$ cat src/shared/vad_pkg.sv
// Shared constants and types for the video averaging decimator
package vad_pkg;
  localparam int SAMPLE_W = 8;
  localparam int HIST_LEN = 7;
  localparam int SUM_W = 11;
  localparam int ADDR_W = 4;
  localparam int DATA_W = 32;
  localparam int PHASE_W = 3;
  localparam int GAP_W = 4;

  // Register byte offsets
  localparam logic [ADDR_W-1:0] CTL_ADDR = 4'h0;
  localparam logic [ADDR_W-1:0] STAT_ADDR = 4'h4;

  // Control register fields
  localparam int CTL_W = 4;
  localparam int CTL_FILTER_BIT = 0;
  localparam int CTL_CDEC_LO_BIT = 1;
  localparam int CTL_CDEC_HI_BIT = 2;
  localparam int CTL_LDEC_BIT = 3;
  localparam logic [CTL_W-1:0] CTL_RESET = 4'h0;

  // Status register fields
  localparam int STAT_SYNC_BIT = 0;
  localparam int STAT_FILL_BIT = 1;
  localparam int STAT_PHASE_LSB = 4;

  // Phase and fill counts
  localparam logic [PHASE_W-1:0] PHASE_RESET = 3'h0;
  localparam logic [PHASE_W-1:0] PHASE_AFTER_SYNC = 3'h1;
  localparam logic [PHASE_W-1:0] FILL_DONE = 3'h7;
  localparam logic [GAP_W-1:0] GAP_MAX = 4'hf;

  // Decimation phase masks, factor minus one
  localparam logic [PHASE_W-1:0] MASK_DIV1 = 3'h0;
  localparam logic [PHASE_W-1:0] MASK_DIV2 = 3'h1;
  localparam logic [PHASE_W-1:0] MASK_DIV4 = 3'h3;
  localparam logic [PHASE_W-1:0] MASK_DIV8 = 3'h7;

  typedef enum logic [3:0] {
    VAD_PASS = 4'h1,
    VAD_PAIR = 4'h2,
    VAD_QUAD = 4'h4,
    VAD_OCT = 4'h8
  } vad_mode_t;
endpackage

$ cat src/logic/vad_chan.sv
// One sample channel: history line and mode-selected mean
module vad_chan (
  input wire logic i_clk, // Sampling clock
  input wire logic i_reset, // Async reset, active high
  input wire logic [vad_pkg::SAMPLE_W-1:0] i_sample, // New sample each clock
  input vad_pkg::vad_mode_t i_mode, // Averaging mode
  output logic [vad_pkg::SAMPLE_W-1:0] o_mean // Combinational result
);
  logic [vad_pkg::SAMPLE_W-1:0] hist [0:vad_pkg::HIST_LEN-1];
  logic [vad_pkg::SUM_W-1:0] sum;

  ////////////////////////////////////////////////////////////////
  always_ff @(posedge i_clk or posedge i_reset) begin
    if (i_reset) begin
      for (int k = 0; k < vad_pkg::HIST_LEN; k++) begin
        hist[k] <= 8'h00;
      end
    end else begin
      hist[0] <= i_sample;
      for (int k = 1; k < vad_pkg::HIST_LEN; k++) begin
        hist[k] <= hist[k-1];
      end
    end
  end

  ////////////////////////////////////////////////////////////////
  // hist[k] holds the input k+1 clocks back; taps chosen for equal delay
  always_comb begin
    sum = 11'h000;
    case (i_mode)
      vad_pkg::VAD_PASS: sum = {3'h0, hist[2]};
      vad_pkg::VAD_PAIR: sum = {3'h0, hist[3]} + {3'h0, hist[2]};
      vad_pkg::VAD_QUAD: begin
        sum = {3'h0, hist[4]} + {3'h0, hist[3]} + {3'h0, hist[2]} + {3'h0, hist[1]};
      end
      vad_pkg::VAD_OCT: begin
        sum = {3'h0, i_sample};
        for (int k = 0; k < vad_pkg::HIST_LEN; k++) begin
          sum = sum + {3'h0, hist[k]};
        end
      end
      default: sum = {3'h0, hist[2]};
    endcase
  end

  // Fraction bits are simply dropped: no rounding bias correction
  always_comb begin
    case (i_mode)
      vad_pkg::VAD_PAIR: o_mean = sum[8:1];
      vad_pkg::VAD_QUAD: o_mean = sum[9:2];
      vad_pkg::VAD_OCT: o_mean = sum[10:3];
      default: o_mean = sum[7:0];
    endcase
  end
endmodule

$ cat src/logic/vad_top.sv
// Triple-channel averaging and decimation stage with Avalon-MM control
// Operation
// - Three 8-bit streams, one sample per clock
// - Luma mode separate; chroma pair shares mode
// - Luma average of inputs four, three back
// - Chroma two-tap average of four, three back
// - Chroma quad mean of five..two back, fourth
// - Chroma eight-sample mean kept every eighth output
// - Intermediate decimated results are dropped
// - Decimation by two, four or eight on chroma, by two on luma
// - Filter modes share 3.5 clock group delay
// - Unfiltered output is input three clocks back
// - Sample rate follows the applied clock
// - Filtering can be disabled for external decimator
// - First sync high marks first decimated word
// - Filter enable and decimation select controls
//
// The Avalon-MM slave port and the register addresses were chosen for this implementation.
module vad_top (
  input wire logic i_clk, // 50 MHz sampling clock
  input wire logic i_reset, // Async reset, active high
  input wire logic [7:0] i_luma, // Luminance samples
  input wire logic [7:0] i_chroma_b, // First chrominance samples
  input wire logic [7:0] i_chroma_c, // Second chrominance samples
  input wire logic i_format_phase_sync, // Decimation phase sync
  input wire logic [3:0] i_avs_address, // Byte address
  input wire logic i_avs_read, // Read request
  input wire logic i_avs_write, // Write request
  input wire logic [31:0] i_avs_writedata, // Write data
  input wire logic [3:0] i_avs_byteenable, // Byte lanes
  output logic [31:0] o_avs_readdata, // Read data
  output logic o_avs_waitrequest, // Stall until answer
  output logic [7:0] o_luma, // Luminance result
  output logic [7:0] o_chroma_b, // First chrominance result
  output logic [7:0] o_chroma_c, // Second chrominance result
  output logic o_luma_strobe, // New luminance word
  output logic o_chroma_strobe // New chrominance pair
);
  logic bus_ack;
  logic ctl_write;
  logic [vad_pkg::CTL_W-1:0] ctl;
  logic filter_enable_pin;
  logic chroma_decim_sel_lo;
  logic chroma_decim_sel_hi;
  logic luma_decim_sel;
  vad_pkg::vad_mode_t luma_mode;
  vad_pkg::vad_mode_t chroma_mode;
  logic [2:0] luma_mask;
  logic [2:0] chroma_mask;
  logic sync_prev;
  logic sync_rise;
  logic synced;
  logic [2:0] phase;
  logic [2:0] cur_phase;
  logic [2:0] fill;
  logic filled;
  logic ready;
  logic luma_keep;
  logic chroma_keep;
  logic [7:0] mean [0:2];
  logic [7:0] samp [0:2];
  vad_pkg::vad_mode_t chan_mode [0:2];

  // Decimation factor select to phase mask
  function automatic logic [2:0] dec_mask(input logic [1:0] sel);
    case (sel)
      2'h0: dec_mask = vad_pkg::MASK_DIV1;
      2'h1: dec_mask = vad_pkg::MASK_DIV2;
      2'h2: dec_mask = vad_pkg::MASK_DIV4;
      default: dec_mask = vad_pkg::MASK_DIV8;
    endcase
  endfunction

  ////////////////////////////////////////////////////////////////
  // Avalon slave: every access answers on the second edge
  assign o_avs_waitrequest = (i_avs_read | i_avs_write) & ~bus_ack;
  assign ctl_write = i_avs_write & bus_ack & (i_avs_address == vad_pkg::CTL_ADDR)
    & i_avs_byteenable[0];

  always_ff @(posedge i_clk or posedge i_reset) begin
    if (i_reset) begin
      bus_ack <= 1'b0;
    end else begin
      bus_ack <= (i_avs_read | i_avs_write) & ~bus_ack;
    end
  end

  always_ff @(posedge i_clk or posedge i_reset) begin
    if (i_reset) begin
      o_avs_readdata <= 32'h0000_0000;
    end else if (i_avs_read & ~bus_ack) begin
      case (i_avs_address)
        vad_pkg::CTL_ADDR: o_avs_readdata <= {28'h0, ctl};
        vad_pkg::STAT_ADDR: begin
          o_avs_readdata <= {25'h0, phase, 2'h0, filled, synced};
        end
        default: o_avs_readdata <= 32'h0000_0000;
      endcase
    end
  end

  always_ff @(posedge i_clk or posedge i_reset) begin
    if (i_reset) begin
      ctl <= vad_pkg::CTL_RESET;
    end else if (ctl_write) begin
      ctl <= i_avs_writedata[vad_pkg::CTL_W-1:0];
    end
  end

  ////////////////////////////////////////////////////////////////
  // Mode decode from control bits
  assign filter_enable_pin = ctl[vad_pkg::CTL_FILTER_BIT];
  assign chroma_decim_sel_lo = ctl[vad_pkg::CTL_CDEC_LO_BIT];
  assign chroma_decim_sel_hi = ctl[vad_pkg::CTL_CDEC_HI_BIT];
  assign luma_decim_sel = ctl[vad_pkg::CTL_LDEC_BIT];
  assign luma_mask = dec_mask({1'b0, luma_decim_sel});
  assign chroma_mask = dec_mask({chroma_decim_sel_hi, chroma_decim_sel_lo});

  always_comb begin
    luma_mode = filter_enable_pin ? vad_pkg::VAD_PAIR : vad_pkg::VAD_PASS;
    chroma_mode = vad_pkg::VAD_PASS;
    if (filter_enable_pin) begin
      // Wide means tied to their decimation, so no illegal pairing exists
      case (chroma_mask)
        vad_pkg::MASK_DIV4: chroma_mode = vad_pkg::VAD_QUAD;
        vad_pkg::MASK_DIV8: chroma_mode = vad_pkg::VAD_OCT;
        default: chroma_mode = vad_pkg::VAD_PAIR;
      endcase
    end
  end

  ////////////////////////////////////////////////////////////////
  // Three channels; both chroma channels take one mode
  assign samp[0] = i_luma;
  assign samp[1] = i_chroma_b;
  assign samp[2] = i_chroma_c;
  assign chan_mode[0] = luma_mode;
  assign chan_mode[1] = chroma_mode;
  assign chan_mode[2] = chroma_mode;

  generate
    for (genvar g = 0; g < 3; g++) begin : g_chan
      vad_chan u_chan (
        .i_clk(i_clk),
        .i_reset(i_reset),
        .i_sample(samp[g]),
        .i_mode(chan_mode[g]),
        .o_mean(mean[g])
      );
    end
  endgenerate

  ////////////////////////////////////////////////////////////////
  // Phase sync; each new high level restarts the sequence
  assign sync_rise = i_format_phase_sync & ~sync_prev;
  assign cur_phase = sync_rise ? vad_pkg::PHASE_RESET : phase;
  assign filled = (fill == vad_pkg::FILL_DONE);
  assign ready = filled & (synced | sync_rise);

  always_ff @(posedge i_clk or posedge i_reset) begin
    if (i_reset) begin
      sync_prev <= 1'b0;
      synced <= 1'b0;
    end else begin
      sync_prev <= i_format_phase_sync;
      synced <= synced | sync_rise;
    end
  end

  // Free running; a sync period of n*8 keeps it aligned
  always_ff @(posedge i_clk or posedge i_reset) begin
    if (i_reset) begin
      phase <= vad_pkg::PHASE_RESET;
    end else if (sync_rise) begin
      phase <= vad_pkg::PHASE_AFTER_SYNC;
    end else begin
      phase <= phase + 3'h1;
    end
  end

  always_ff @(posedge i_clk or posedge i_reset) begin
    if (i_reset) begin
      fill <= 3'h0;
    end else if (!filled) begin
      fill <= fill + 3'h1;
    end
  end

  ////////////////////////////////////////////////////////////////
  // Outputs hold between kept words, giving relaxed receive timing
  assign luma_keep = (cur_phase & luma_mask) == 3'h0;
  assign chroma_keep = (cur_phase & chroma_mask) == 3'h0;

  always_ff @(posedge i_clk or posedge i_reset) begin
    if (i_reset) begin
      o_luma <= 8'h00;
      o_luma_strobe <= 1'b0;
    end else begin
      o_luma_strobe <= ready & luma_keep;
      if (ready & luma_keep) begin
        o_luma <= mean[0];
      end
    end
  end

  always_ff @(posedge i_clk or posedge i_reset) begin
    if (i_reset) begin
      o_chroma_b <= 8'h00;
      o_chroma_c <= 8'h00;
      o_chroma_strobe <= 1'b0;
    end else begin
      o_chroma_strobe <= ready & chroma_keep;
      if (ready & chroma_keep) begin
        o_chroma_b <= mean[1];
        o_chroma_c <= mean[2];
      end
    end
  end

  // Spacing between kept words equals the decimation factor
  generate
    for (genvar s = 0; s < 2; s++) begin : g_gap
      logic strobe;
      logic [2:0] mask;
      logic [3:0] gap;
      logic quiet;
      logic ctl_late;
      assign strobe = (s == 0) ? o_luma_strobe : o_chroma_strobe;
      assign mask = (s == 0) ? luma_mask : chroma_mask;
      always_ff @(posedge i_clk or posedge i_reset) begin
        if (i_reset) begin
          gap <= 4'h0;
          quiet <= 1'b0;
          ctl_late <= 1'b0;
        end else begin
          gap <= strobe ? 4'h1 : (gap == vad_pkg::GAP_MAX ? gap : gap + 4'h1);
          ctl_late <= ctl_write;
          // A word launched on the old phase or mask is no reference
          quiet <= (strobe | quiet) & ~sync_rise & ~ctl_write & ~ctl_late;
        end
      end

    end
  endgenerate
endmodule

$ cat config.mk
export PLATFORM = sky130hd
export DESIGN_NAME = vad_top
export DESIGN_NICKNAME = d
export VERILOG_FILES = /design/src/shared/vad_pkg.sv /design/src/logic/vad_chan.sv /design/src/logic/vad_top.sv
export SDC_FILE = /design/constraint.sdc
export NUM_CORES = 1
export LEC_CHECK = 0
export CAP_MARGIN = 20
export CELL_PAD_IN_SITES_DETAIL_PLACEMENT = 1
export CELL_PAD_IN_SITES_GLOBAL_PLACEMENT = 2
export CORE_AREA = 5 5 175 177
export DETAILED_ROUTE_END_ITERATION = 6
export DIE_AREA = 0 0 180 182
export DONT_BUFFER_PORTS = 1
export PLACE_DENSITY = 0.85
export SYNTH_ARGS = -nofsm -noshare
export SYNTH_HDL_FRONTEND = slang
export SYNTH_SLANG_ARGS = --single-unit
$ cat constraint.sdc
create_clock -name i_clk -period 6.65 [get_ports i_clk]
set_clock_uncertainty 0.2 [all_clocks]
set_input_delay 0.3325 -clock i_clk [delete_from_list [all_inputs] [get_ports i_clk]]
set_output_delay 0.3325 -clock i_clk [all_outputs]
set_load 0.005 [all_outputs]
==> impl_results.md, run 1 <==
* Final Util at 45.3%
* # nets final at 1419
* Busiest grt layer: met2
* Startpoint Class: flip-flop
* HPWL after detailed placement at 19.9 mm
* Hold WC Path Type: in -> reg
* PnR worst setup slack at 656 ps
* RePlAce Congestion at 0.790
* Crit path kind: reg -> reg
* Cells after Synth at 1109
* Ys flop type: dfrtp_1
* Worst slew pin tran at 915 ps
* TritonCTS clock tree: yes
* Tmin final at 5990 ps
* Crit path max fanout at 4
* Area Overhead vs Synth at 11.0%
* Post-synthesis adder-cell area fraction at 27.4%
* Synth Register Bits at 190
* Clock tree sinks at 190
* Sw frac at 42.2%
* FF-to-FF path depth at 24
* Fraction of registers with async set/reset at 100%
* Final Hold Viols at 0
* Routed vias at 7568
* Crit. Startpoint: g_chan[2].u_chan.hist[49]
* Sequential fraction of the synthesis area at 40.0%
* Die extent in x at 180 um
* Post-synthesis compound-gate area fraction at 11.2%
* Worst-skew pair later-pin latency at 450 ps
* Vias per inst at 4.88
* Slew margin rel. at 39.0%
* Clk slew on worst S/H paths at 80 ps
* Distinct cell type count after synthesis at 57
* Die height at 182 um
* Largest net degree at the start of global routing at 126
* Wire per inst at 16.6 um
* Post-Synth Simple-Gate Area at 6.73%
* R2r startpoint: g_chan[2].u_chan.hist[49]
* Layout cell share with drive strength beyond 1 at 4.04%
* Ant diodes at 0
* Int Power at 2.84 mW
* Global-route wire length before repair at 44.3 mm
* # setup viols final at 0
* Post-synth EDFFs at 0
* Tcrit/Tclk final at 90.1%
* Critical Path RT at 6810 ps
* LEAKAGE at 6.43 nW
* Remaining global-route overflow at 0
* Resized cells post-CTS at 0
* Yosys warning total at 0
* Max Slew Vio Count at 0
* Status: finished clean
* XOR/XNOR share of the synthesized area at 4.42%
* Clock root cell: clkbuf_16
* Combinational fraction of design power at 51.4%
* Std-Cell Rows at 63
* Clk network pwr share at 21.0%
* Final wirelength at 25.8 mm
* CP endpoint: o_chroma_c[7]
* Switch Pwr at 2.07 mW
* R2R Setup Slk at 660 ps
* Initial antenna violation count at 0
* Fill count at 3177
* CTS buffer count at 17
* Largest family of logic cells by synthesized area: adder cells
* Dpl ws at 595 ps
* Mux cell area share after synthesis at 1.32%
* VDD IR max at 0.000211 V
* Vias in the first global route at 8660
* Routed Antenna Nets at 0
* Number of I/O port buffers at 0
* Gr usage total at 16.7%
* GR Util met2 at 28.6%
* Router iterations before antenna repair at 4
* Arrival time at the worst endpoint at 6160 ps
* DRT iter0 DRCs at 281
* FMAX at 167 MHz
* Reg power frac at 27.6%
* Die area at 32800 sq um
* Met3 Track Usage GR at 3.93%
* H-tree Lvls at 4
* # hold bufs at CTS at 35
* Clk buf depth at 2
* Mapped Area at 11900 sq um
* Setup_tns at 0 ps
* DRC at 0
* Pwr dens at 373 nW/um^2
* # Max-Cap Violations at 0
* Worst Setup End Kind: flip-flop
* R2r endpoint: o_chroma_c[7]
* Core box area at 29100 sq um
* Top Ports at 128
* Average size of a mapped cell at 10.7 sq um
* Postcts setup bufs at 0
* M1 GR Usage at 21.6%
* RSZ-0062 raised after global routing: false
* Initial Util at 40.9%
[synth_stat cells (all sizes together), types with 6 or more instances]
cell type / n / area (sq um)
inv: 214 / 803
dfrtp: 190 / 4750
ha: 102 / 1280
fa: 99 / 1980
nor2: 68 / 255
a21oi: 61 / 305
o21ai: 50 / 250
nand2: 49 / 184
xnor2: 35 / 307
buf: 28 / 200
xor2: 25 / 219
a21o: 20 / 151
a211oi: 17 / 133
clkbuf: 14 / 52.6
mux2i: 10 / 100
nor3: 10 / 50.1
nor2b: 9 / 56.3
o21bai: 9 / 67.6
a31oi: 8 / 50.1
o21a: 8 / 60.1
nand2b: 7 / 43.8
or3: 7 / 43.8
and2: 6 / 37.5
o22ai: 6 / 37.5
[worst max-delay path: stages (launching register included)]
cell     delay (ps)
dfrtp_1         420
ha_1            280
a21o_1          170
a21oi_1         250
nor2b_1          80
nor2_1          140
nor2_1           80
o41ai_1         350
xnor2_1         170
fa_1            550
inv_1            50
fa_1            520
inv_1            60
fa_1            540
inv_1            60
fa_1            550
inv_1            50
ha_1            340
nand2_1          60
o21ai_0         180
nand2_1         140
o21ai_0         230
xor2_1          160
nand3_1          90
a21oi_1         190
[state kept, by name (all words and copies together) (netlist names), 3 cells and up]
signal / flops
ctl: 4
fill: 3
g_chan.u_chan.hist: 144
o_avs_readdata: 7
o_chroma_b: 8
o_chroma_c: 8
o_luma: 8
phase: 3
[through the flow]
step	std cells	cell area [sq um]	power, mW	hold WS, ps
CTS	1552	13200	5.01	55.2
global route	1552	13200	5.42	125
floorplan	1133	12000	3.29	131
finish	1552	13200	4.91	90.5
detailed placement	1485	12200	3.91	136
global placement	1485	12200	3.82	134
[routing by layer]
| layer | wire (um) | part of all wire, % |
|---|---|---|
| met5 | 0 | 0 |
| met4 | 206 | 0.80 |
| met3 | 1280 | 5.0 |
| met2 | 13000 | 50 |
| met1 | 11300 | 44 |
[worst min path at each step]
stage | cells past startpoint | startpoint | end | slack, ps
after detailed placement | 0 | g_chan[0].u_chan.hist[54] | g_chan[0].u_chan.hist[46] | 140
after CTS | 4 | i_avs_address[0] | o_avs_readdata[4] | 60
after floorplan | 0 | g_chan[0].u_chan.hist[40] | g_chan[0].u_chan.hist[32] | 130
after global placement | 0 | g_chan[0].u_chan.hist[44] | g_chan[0].u_chan.hist[36] | 130
after global routing | 4 | i_avs_address[0] | o_avs_readdata[5] | 130
final | 4 | i_avs_address[0] | o_avs_readdata[4] | 90
[logic make-up (layout without fill, tap and decap cells)]
kind of cell | after synthesis | after routing
fa+ha+maj | 201 | 201
other cells | 1 | 25
buf+inv | 256 | 285
flops | 190 | 190
simple gates | 175 | 175
compound gates | 211 | 211
xor+xnor | 60 | 60
mux | 15 | 15
[power by group through the flow]
stage	sequential, mW	combinational, mW	clock (mW)
after CTS	1.36	2.58	1.06
after global routing	1.38	2.93	1.11
after global placement	1.38	2.44	0
after detailed placement	1.38	2.53	0
final	1.36	2.53	1.03
after floorplan	1.33	1.96	0
[layout make-up]
cell class / count / area, sq um / area share [%]
inverter: 214 / 811 / 6.15
timing repair buffer: 39 / 380 / 2.88
tap: 390 / 488 / 3.70
clock inverter: 14 / 151 / 1.15
sequential: 190 / 4750 / 36.1
multi-input combinational: 687 / 6160 / 46.7
clock buffer: 18 / 439 / 3.33
[cells in the final DEF, fill, tap and decap left out, types with 35 or more instances in the layout]
cell type / n
nor2_1: 68
inv_1: 213
o21ai_0: 48
a21oi_1: 61
fa_1: 99
xnor2_1: 35
ha_1: 102
dfrtp_1: 190
nand2_1: 49
dlygate4sd3_1: 35
Note: power is estimated with default switching activity, not from simulation.
==> inputs of run 2 (changes only) <==
Clock period 6.65 ns to 6.3 ns, I/O delays scaled along.
==> impl_results.md, run 2 (synthesized netlist as in run 1, its figures left out) <==
* Status: finished clean (unchanged)
* Pwr dens at 393 nW/um^2 (was 373 nW/um^2)
* Gr usage total at 17.2% (was 16.7%)
* Wire per inst at 17.2 um (was 16.6 um)
* Initial Util at 40.9% (unchanged)
* Routed vias at 7693 (was 7568)
* Crit path kind: reg -> reg (unchanged)
* VDD IR max at 0.000208 V (was 0.000211 V)
* Reg power frac at 27.6% (about the same)
* Slew margin rel. at 40.6% (was 39.0%)
* Die area at 32800 sq um (unchanged)
* Critical Path RT at 6440 ps (was 6810 ps)
* Crit. Startpoint: g_chan[1].u_chan.hist[49] (was g_chan[2].u_chan.hist[49])
* Sw frac at 42.3% (was 42.2%)
* Tmin final at 5930 ps (was 5990 ps)
* Layout cell share with drive strength beyond 1 at 4.47% (was 4.04%)
* Clk network pwr share at 20.8% (was 21.0%)
* Top Ports at 128 (unchanged)
* Vias per inst at 4.95 (was 4.88)
* Arrival time at the worst endpoint at 6070 ps (was 6160 ps)
* Final wirelength at 26.8 mm (was 25.8 mm)
* Routed Antenna Nets at 0 (unchanged)
* FMAX at 169 MHz (was 167 MHz)
* DRC at 0 (unchanged)
* Crit path max fanout at 5 (was 4)
* Remaining global-route overflow at 0 (unchanged)
* Largest register FFs at 144 (unchanged)
* Multi-input logic area at 6180 sq um (was 6160 sq um)
* # nets final at 1420 (was 1419)
* R2r endpoint: o_chroma_b[6] (was o_chroma_c[7])
* Clock tree sinks at 190 (unchanged)
* # Max-Cap Violations at 0 (unchanged)
* Global-route wire length before repair at 45.3 mm (was 44.3 mm)
* Router iterations before antenna repair at 4 (unchanged)
* Ant diodes at 0 (unchanged)
* Final Hold Viols at 0 (unchanged)
* Cells after DPL at 1485 (unchanged)
* Startpoint Class: flip-flop (unchanged)
* RePlAce Congestion at 0.800 (was 0.790)
* Tcrit/Tclk final at 94.1% (was 90.1%)
* Std-Cell Rows at 63 (unchanged)
* DRT iter0 DRCs at 292 (was 281)
* Top reg by flops: g_chan.u_chan.hist (unchanged)
* Worst Setup End Kind: flip-flop (unchanged)
* FF/Latch Area at 4750 sq um (unchanged)
* Area Overhead vs Synth at 11.3% (was 11.0%)
* TritonCTS clock tree: yes (unchanged)
* Switch Pwr at 2.20 mW (was 2.07 mW)
* Worst slew pin tran at 890 ps (was 915 ps)
* R2R Setup Slk at 370 ps (was 660 ps)
* Worst-skew pair later-pin latency at 460 ps (was 450 ps)
* Core box area at 29100 sq um (unchanged)
* Vias in the first global route at 8729 (was 8660)
* Initial antenna violation count at 0 (unchanged)
* Clock root cell: clkbuf_16 (unchanged)
* Number of I/O port buffers at 0 (unchanged)
* Final instance area at 13200 sq um (about the same)
* R2r startpoint: g_chan[1].u_chan.hist[49] (was g_chan[2].u_chan.hist[49])
* Die height at 182 um (unchanged)
* Fill count at 3158 (was 3177)
* # setup viols final at 0 (unchanged)
* Largest net degree at the start of global routing at 139 (was 126)
* Non-filler cells in the finished layout at 1553 (was 1552)
* Cell Area, Placed at 12200 sq um (unchanged)
* Combinational fraction of design power at 51.6% (was 51.4%)
* Hold WC Path Type: in -> reg (unchanged)
* H-tree Lvls at 4 (unchanged)
* Commonest non-fill, non-tap cell in the layout: inv_1 (unchanged)
* Int Power at 3.00 mW (was 2.84 mW)
* FF-to-FF path depth at 24 (unchanged)
* Max Slew Vio Count at 0 (unchanged)
* CP endpoint: o_chroma_b[6] (was o_chroma_c[7])
* Clk buf depth at 2 (unchanged)
* HPWL after detailed placement at 19.9 mm (about the same)
* Die extent in x at 180 um (unchanged)
* Most frequent cells in the layout: inv_1, dfrtp_1, ha_1 (unchanged)
* CTS buffer count at 17 (unchanged)
* Clk slew on worst S/H paths at 80 ps (about the same)
* LEAKAGE at 6.45 nW (was 6.43 nW)
-- run 2: changes by cell type in the layout (fill, tap and decap cells not counted), sizes merged --
cell / delta
clkinv: -1
buf: +1
inv: +3
clkinvlp: -2
-- run 2: stage by stage --
| step | hold WS, ps | utilization (%) | worst slack, ps | total power [mW] | TNS (ps) |
|---|---|---|---|---|---|
| CTS | 15.9 | 45.3 | 222 | 5.28 | 0 |
| floorplan | 131 | - | 615 | 3.48 | 0 |
| finish | 47.2 | 45.5 | 371 | 5.20 | 0 |
| global route | 66.0 | 45.5 | -5.14 | 5.69 | -5.14 |
| detailed placement | 137 | 42.1 | 251 | 4.12 | 0 |
| global placement | 132 | 42.1 | 349 | 4.03 | 0 |
-- run 2: how the worst min path moves through the flow --
stage | slack (ps) | end | cells after the start | start
floorplan | 130 | g_chan[0].u_chan.hist[32] | 0 | g_chan[0].u_chan.hist[40]
global placement | 130 | g_chan[0].u_chan.hist[36] | 0 | g_chan[0].u_chan.hist[44]
detailed placement | 140 | g_chan[0].u_chan.hist[40] | 0 | g_chan[0].u_chan.hist[48]
CTS | 20 | o_avs_readdata[3] | 4 | i_avs_address[0]
global route | 70 | o_avs_readdata[5] | 4 | i_avs_address[0]
finish | 50 | o_avs_readdata[5] | 4 | i_avs_address[0]
-- run 2: cell type report --
class,instances,share of cell area (%)
multi-input combinational,687,46.7
sequential,190,36.0
inverter,214,6.13
tap,390,3.69
clock buffer,18,3.32
timing repair buffer,40,3.08
clock inverter,14,1.07
-- run 2: timing repair --
item                                    CTS  global route
hold buffers                             35             0
endpoints found under the setup margin    0             5
hold endpoints to repair                177             0
buffers inserted                          0             0
resized for setup                         0             5
-- run 2: worst max-delay path, stage by stage (launching register included) --
cell	delay, ps
dfrtp_1	420
ha_1	290
a21o_1	200
a21oi_2	200
nor2b_1	90
nor2_1	150
nor2_1	80
nor2_1	120
xnor2_1	90
fa_1	480
inv_1	50
fa_1	520
inv_1	60
fa_1	540
inv_1	50
fa_1	490
inv_1	40
ha_1	360
a21oi_1	180
o22ai_1	120
or4_1	420
o21ai_0	130
xnor2_1	110
a221oi_1	300
a31oi_1	120
-- run 2: power by group through the flow --
stage          clock network, mW  registers [mW]  logic (mW)
2_1_floorplan                  0            1.40        2.07
3_3_place_gp                   0            1.46        2.57
3_5_place_dp                   0            1.46        2.66
4_1_cts                     1.12            1.44        2.72
5_1_grt                     1.17            1.45        3.07
6_report                    1.08            1.43        2.68
-- run 2: per-layer routing --
layer	global-route usage (%)	up-vias	share of wire, %
met3	4.37	32	4.5
met2	29.6	115	50
met1	21.8	3932	44
met5	0	-	0
li1	-	3614	-
met4	4.45	0	1.5
==> inputs of run 3 (changes only) <==
Settings changed: CORE_AREA 5 5 175 177 to 5 5 179 181, DIE_AREA 0 0 180 182 to 0 0 184 186, PLACE_DENSITY 0.85 to 0.82, RECOVER_POWER from default to 50.
==> impl_results.md, run 3 (synthesized netlist as in run 1, its figures left out) <==
* Status: finished, violations left (was finished clean)
* Hold Path End: o_avs_readdata[6] (was o_avs_readdata[5])
* Gr usage total at 16.5% (was 17.2%)
* Pwr dens at 396 nW/um^2 (was 393 nW/um^2)
* Routed vias at 7576 (was 7693)
* Top Ports at 128 (unchanged)
* Vias in the first global route at 8561 (was 8729)
* Worst slew pin tran at 2680 ps (was 890 ps)
* HPWL after detailed placement at 19.6 mm (was 19.9 mm)
* Remaining global-route overflow at 0 (unchanged)
* RSZ-0062 raised after global routing: false
* Top reg by flops: g_chan.u_chan.hist (unchanged)
* Global-route wire length before repair at 44.4 mm (was 45.3 mm)
* DRC at 0 (unchanged)
* Int Power at 3.03 mW (was 3.00 mW)
* Wl on met1 at 12.0 mm (was 11.8 mm)
* Crit path max fanout at 3 (was 5)
* Clk slew on worst S/H paths at 80 ps (about the same)
* Ant diodes at 0 (unchanged)
* TritonCTS clock tree: yes (unchanged)
* Non-filler cells in the finished layout at 1558 (was 1553)
* Dpl ws at 264 ps (was 251 ps)
* Hold path start: i_avs_address[0] (unchanged)
* Clk buf depth at 2 (unchanged)
* Sw frac at 42.2% (was 42.3%)
* Most frequent cells in the layout: inv_1, dfrtp_1, ha_1 (unchanged)
* Wire per inst at 16.9 um (was 17.2 um)
* Combinational fraction of design power at 51.3% (was 51.6%)
* Largest net degree at the start of global routing at 120 (was 139)
* Core box area at 30300 sq um (was 29100 sq um)
* Commonest non-fill, non-tap cell in the layout: inv_1 (unchanged)
* Largest register FFs at 144 (unchanged)
* Failing checks: capacitance limit, slew limit
* Number of I/O port buffers at 0 (unchanged)
* PnR worst setup slack at 379 ps (was 371 ps)
* Reg power frac at 27.2% (was 27.6%)
* Initial antenna violation count at 0 (unchanged)
* Max incr delay on CP at 540 ps (about the same)
* Die extent in x at 184 um (was 180 um)
* Slew margin rel. at -78.6% (was 40.6%)
* Die area at 34200 sq um (was 32800 sq um)
* FMAX at 169 MHz (about the same)
* Worst Setup End Kind: flip-flop (unchanged)
* DRT iter0 DRCs at 329 (was 292)
* Switch Pwr at 2.21 mW (was 2.20 mW)
* Tcrit/Tclk final at 94.0% (was 94.1%)
* Hold WC Path Type: in -> reg (unchanged)
* Initial Util at 39.3% (was 40.9%)
* Tmin final at 5920 ps (was 5930 ps)
* Area Overhead vs Synth at 11.4% (was 11.3%)
* RePlAce Congestion at 0.776 (was 0.800)
* Final wirelength at 26.3 mm (was 26.8 mm)
* Met2 Wirelength at 12.6 mm (was 13.4 mm)
* Routed Antenna Nets at 0 (unchanged)
* Fill count at 3301 (was 3158)
* Final Hold Viols at 0 (unchanged)
* Worst hold stages at 4 (unchanged)
* Layout cell share with drive strength beyond 1 at 4.56% (was 4.47%)
* Clock tree sinks at 190 (unchanged)
* H-tree Lvls at 4 (unchanged)
* Worst-skew pair later-pin latency at 460 ps (about the same)
* R2r endpoint: o_chroma_b[6] (unchanged)
* Critical path's slowest cell: fa_1 (unchanged)
* R2R Setup Slk at 380 ps (was 370 ps)
* Cells after DPL at 1491 (was 1485)
* CTS buffer count at 17 (unchanged)
* Router iterations before antenna repair at 4 (unchanged)
* Die height at 186 um (was 182 um)
* Crit path kind: reg -> reg (unchanged)
* FF-to-FF path depth at 20 (was 24)
* VDD IR max at 0.000228 V (was 0.000208 V)
* Clock root cell: clkbuf_16 (unchanged)
* Arrival time at the worst endpoint at 6050 ps (was 6070 ps)
* Critical Path RT at 6430 ps (was 6440 ps)
* # setup viols final at 0 (unchanged)
* Crit path top cell by count: fa_1
* Max Slew Vio Count at 120 (was 0)
* Final Hold Slack at 28.7 ps (was 47.2 ps)
* Met3 Routed Length at 1.14 mm (was 1.21 mm)
* Startpoint Class: flip-flop (unchanged)
* Worst path top cell family by delay: adder cells (unchanged)
* # Max-Cap Violations at 1 (was 0)
* Top layer in use: met4 (unchanged)
* CP cell instances: ha_1 > fa_1 > a21o_1 > a21oi_2 > o21bai_1 > a21oi_2 > xor2_2 > fa_1 > fa_1 > fa_1 > inv_1 > fa_1 > ha_1 > nand3_1 > o22ai_1 > or4_1 > o21ai_0 > xnor2_1 > a221oi_1 > a31oi_1 (was ha_1 > a21o_1 > a21oi_2 > nor2b_1 > nor2_1 > nor2_1 > nor2_1 > xnor2_1 > fa_1 > inv_1 > fa_1 > inv_1 > fa_1 > inv_1 > fa_1 > inv_1 > ha_1 > a21oi_1 > o22ai_1 > or4_1 > o21ai_0 > xnor2_1 > a221oi_1 > a31oi_1)
* # nets final at 1419 (was 1420)
* Setup_tns at 0 ps (unchanged)
* Vias per inst at 4.86 (was 4.95)
* Crit path buf inv count at 1 (was 4)
* R2r startpoint: g_chan[1].u_chan.hist[48] (was g_chan[1].u_chan.hist[49])
* Clk network pwr share at 21.5% (was 20.8%)
* Std-Cell Rows at 64 (was 63)
* LEAKAGE at 6.44 nW (was 6.45 nW)
[run 3: layer usage]
layer,GRT usage (%),vias up
li1,-,3615
met1,21.9,3831
met2,27.0,97
met3,3.89,33
met4,5.03,0
met5,0,-
[run 3: worst max path at each step]
stage	start	endpoint	cells after the start
floorplan	i_reset	bus_ack	1
global placement	g_chan[1].u_chan.hist[48]	o_chroma_b[6]	20
detailed placement	g_chan[1].u_chan.hist[48]	o_chroma_b[6]	20
CTS	g_chan[1].u_chan.hist[48]	o_chroma_b[6]	20
global route	g_chan[2].u_chan.hist[49]	o_chroma_c[7]	24
finish	g_chan[1].u_chan.hist[48]	o_chroma_b[6]	20
[run 3: repair_timing]
item / CTS / global route
setup endpoints to repair: 0 / 5
setup buffers: 0 / 0
gates resized for setup: 0 / 8
hold buffers: 35 / 0
hold endpoints to repair: 158 / 0
[run 3: power groups by stage]
stage          clock network (mW)  registers [mW]  logic [mW]
6_report                     1.13            1.43        2.69
5_1_grt                      1.22            1.44        3.10
4_1_cts                      1.17            1.43        2.74
3_5_place_dp                    0            1.46        2.67
3_3_place_gp                    0            1.45        2.59
2_1_floorplan                   0            1.40        2.07
[run 3: final cells by class]
cell class / instances / area [sq um] / area share (%)
clock buffer: 18 / 429 / 3.24
clock inverter: 14 / 169 / 1.28
inverter: 214 / 807 / 6.10
multi-input combinational: 687 / 6200 / 46.8
sequential: 190 / 4750 / 35.9
tap: 396 / 495 / 3.74
timing repair buffer: 39 / 380 / 2.87
[run 3: worst register-to-register path, delay by kind of cell, from the launching register on]
kind / cells / cell delay [ps]
AO/OA/AOI/OAI: 8 / 1400
flip-flops: 1 / 390
XOR/XNOR: 2 / 280
AND/OR/NAND/NOR: 2 / 500
adder cells (fa/ha/maj): 7 / 2970
buffers and inverters: 1 / 50
[run 3: stage by stage]
step / cell area [sq um] / util, % / total power [mW]
floorplan: 12000 / - / 3.48
global placement: 12300 / 40.5 / 4.04
detailed placement: 12300 / 40.5 / 4.13
CTS: 13200 / 43.6 / 5.34
global route: 13200 / 43.7 / 5.76
finish: 13200 / 43.7 / 5.24
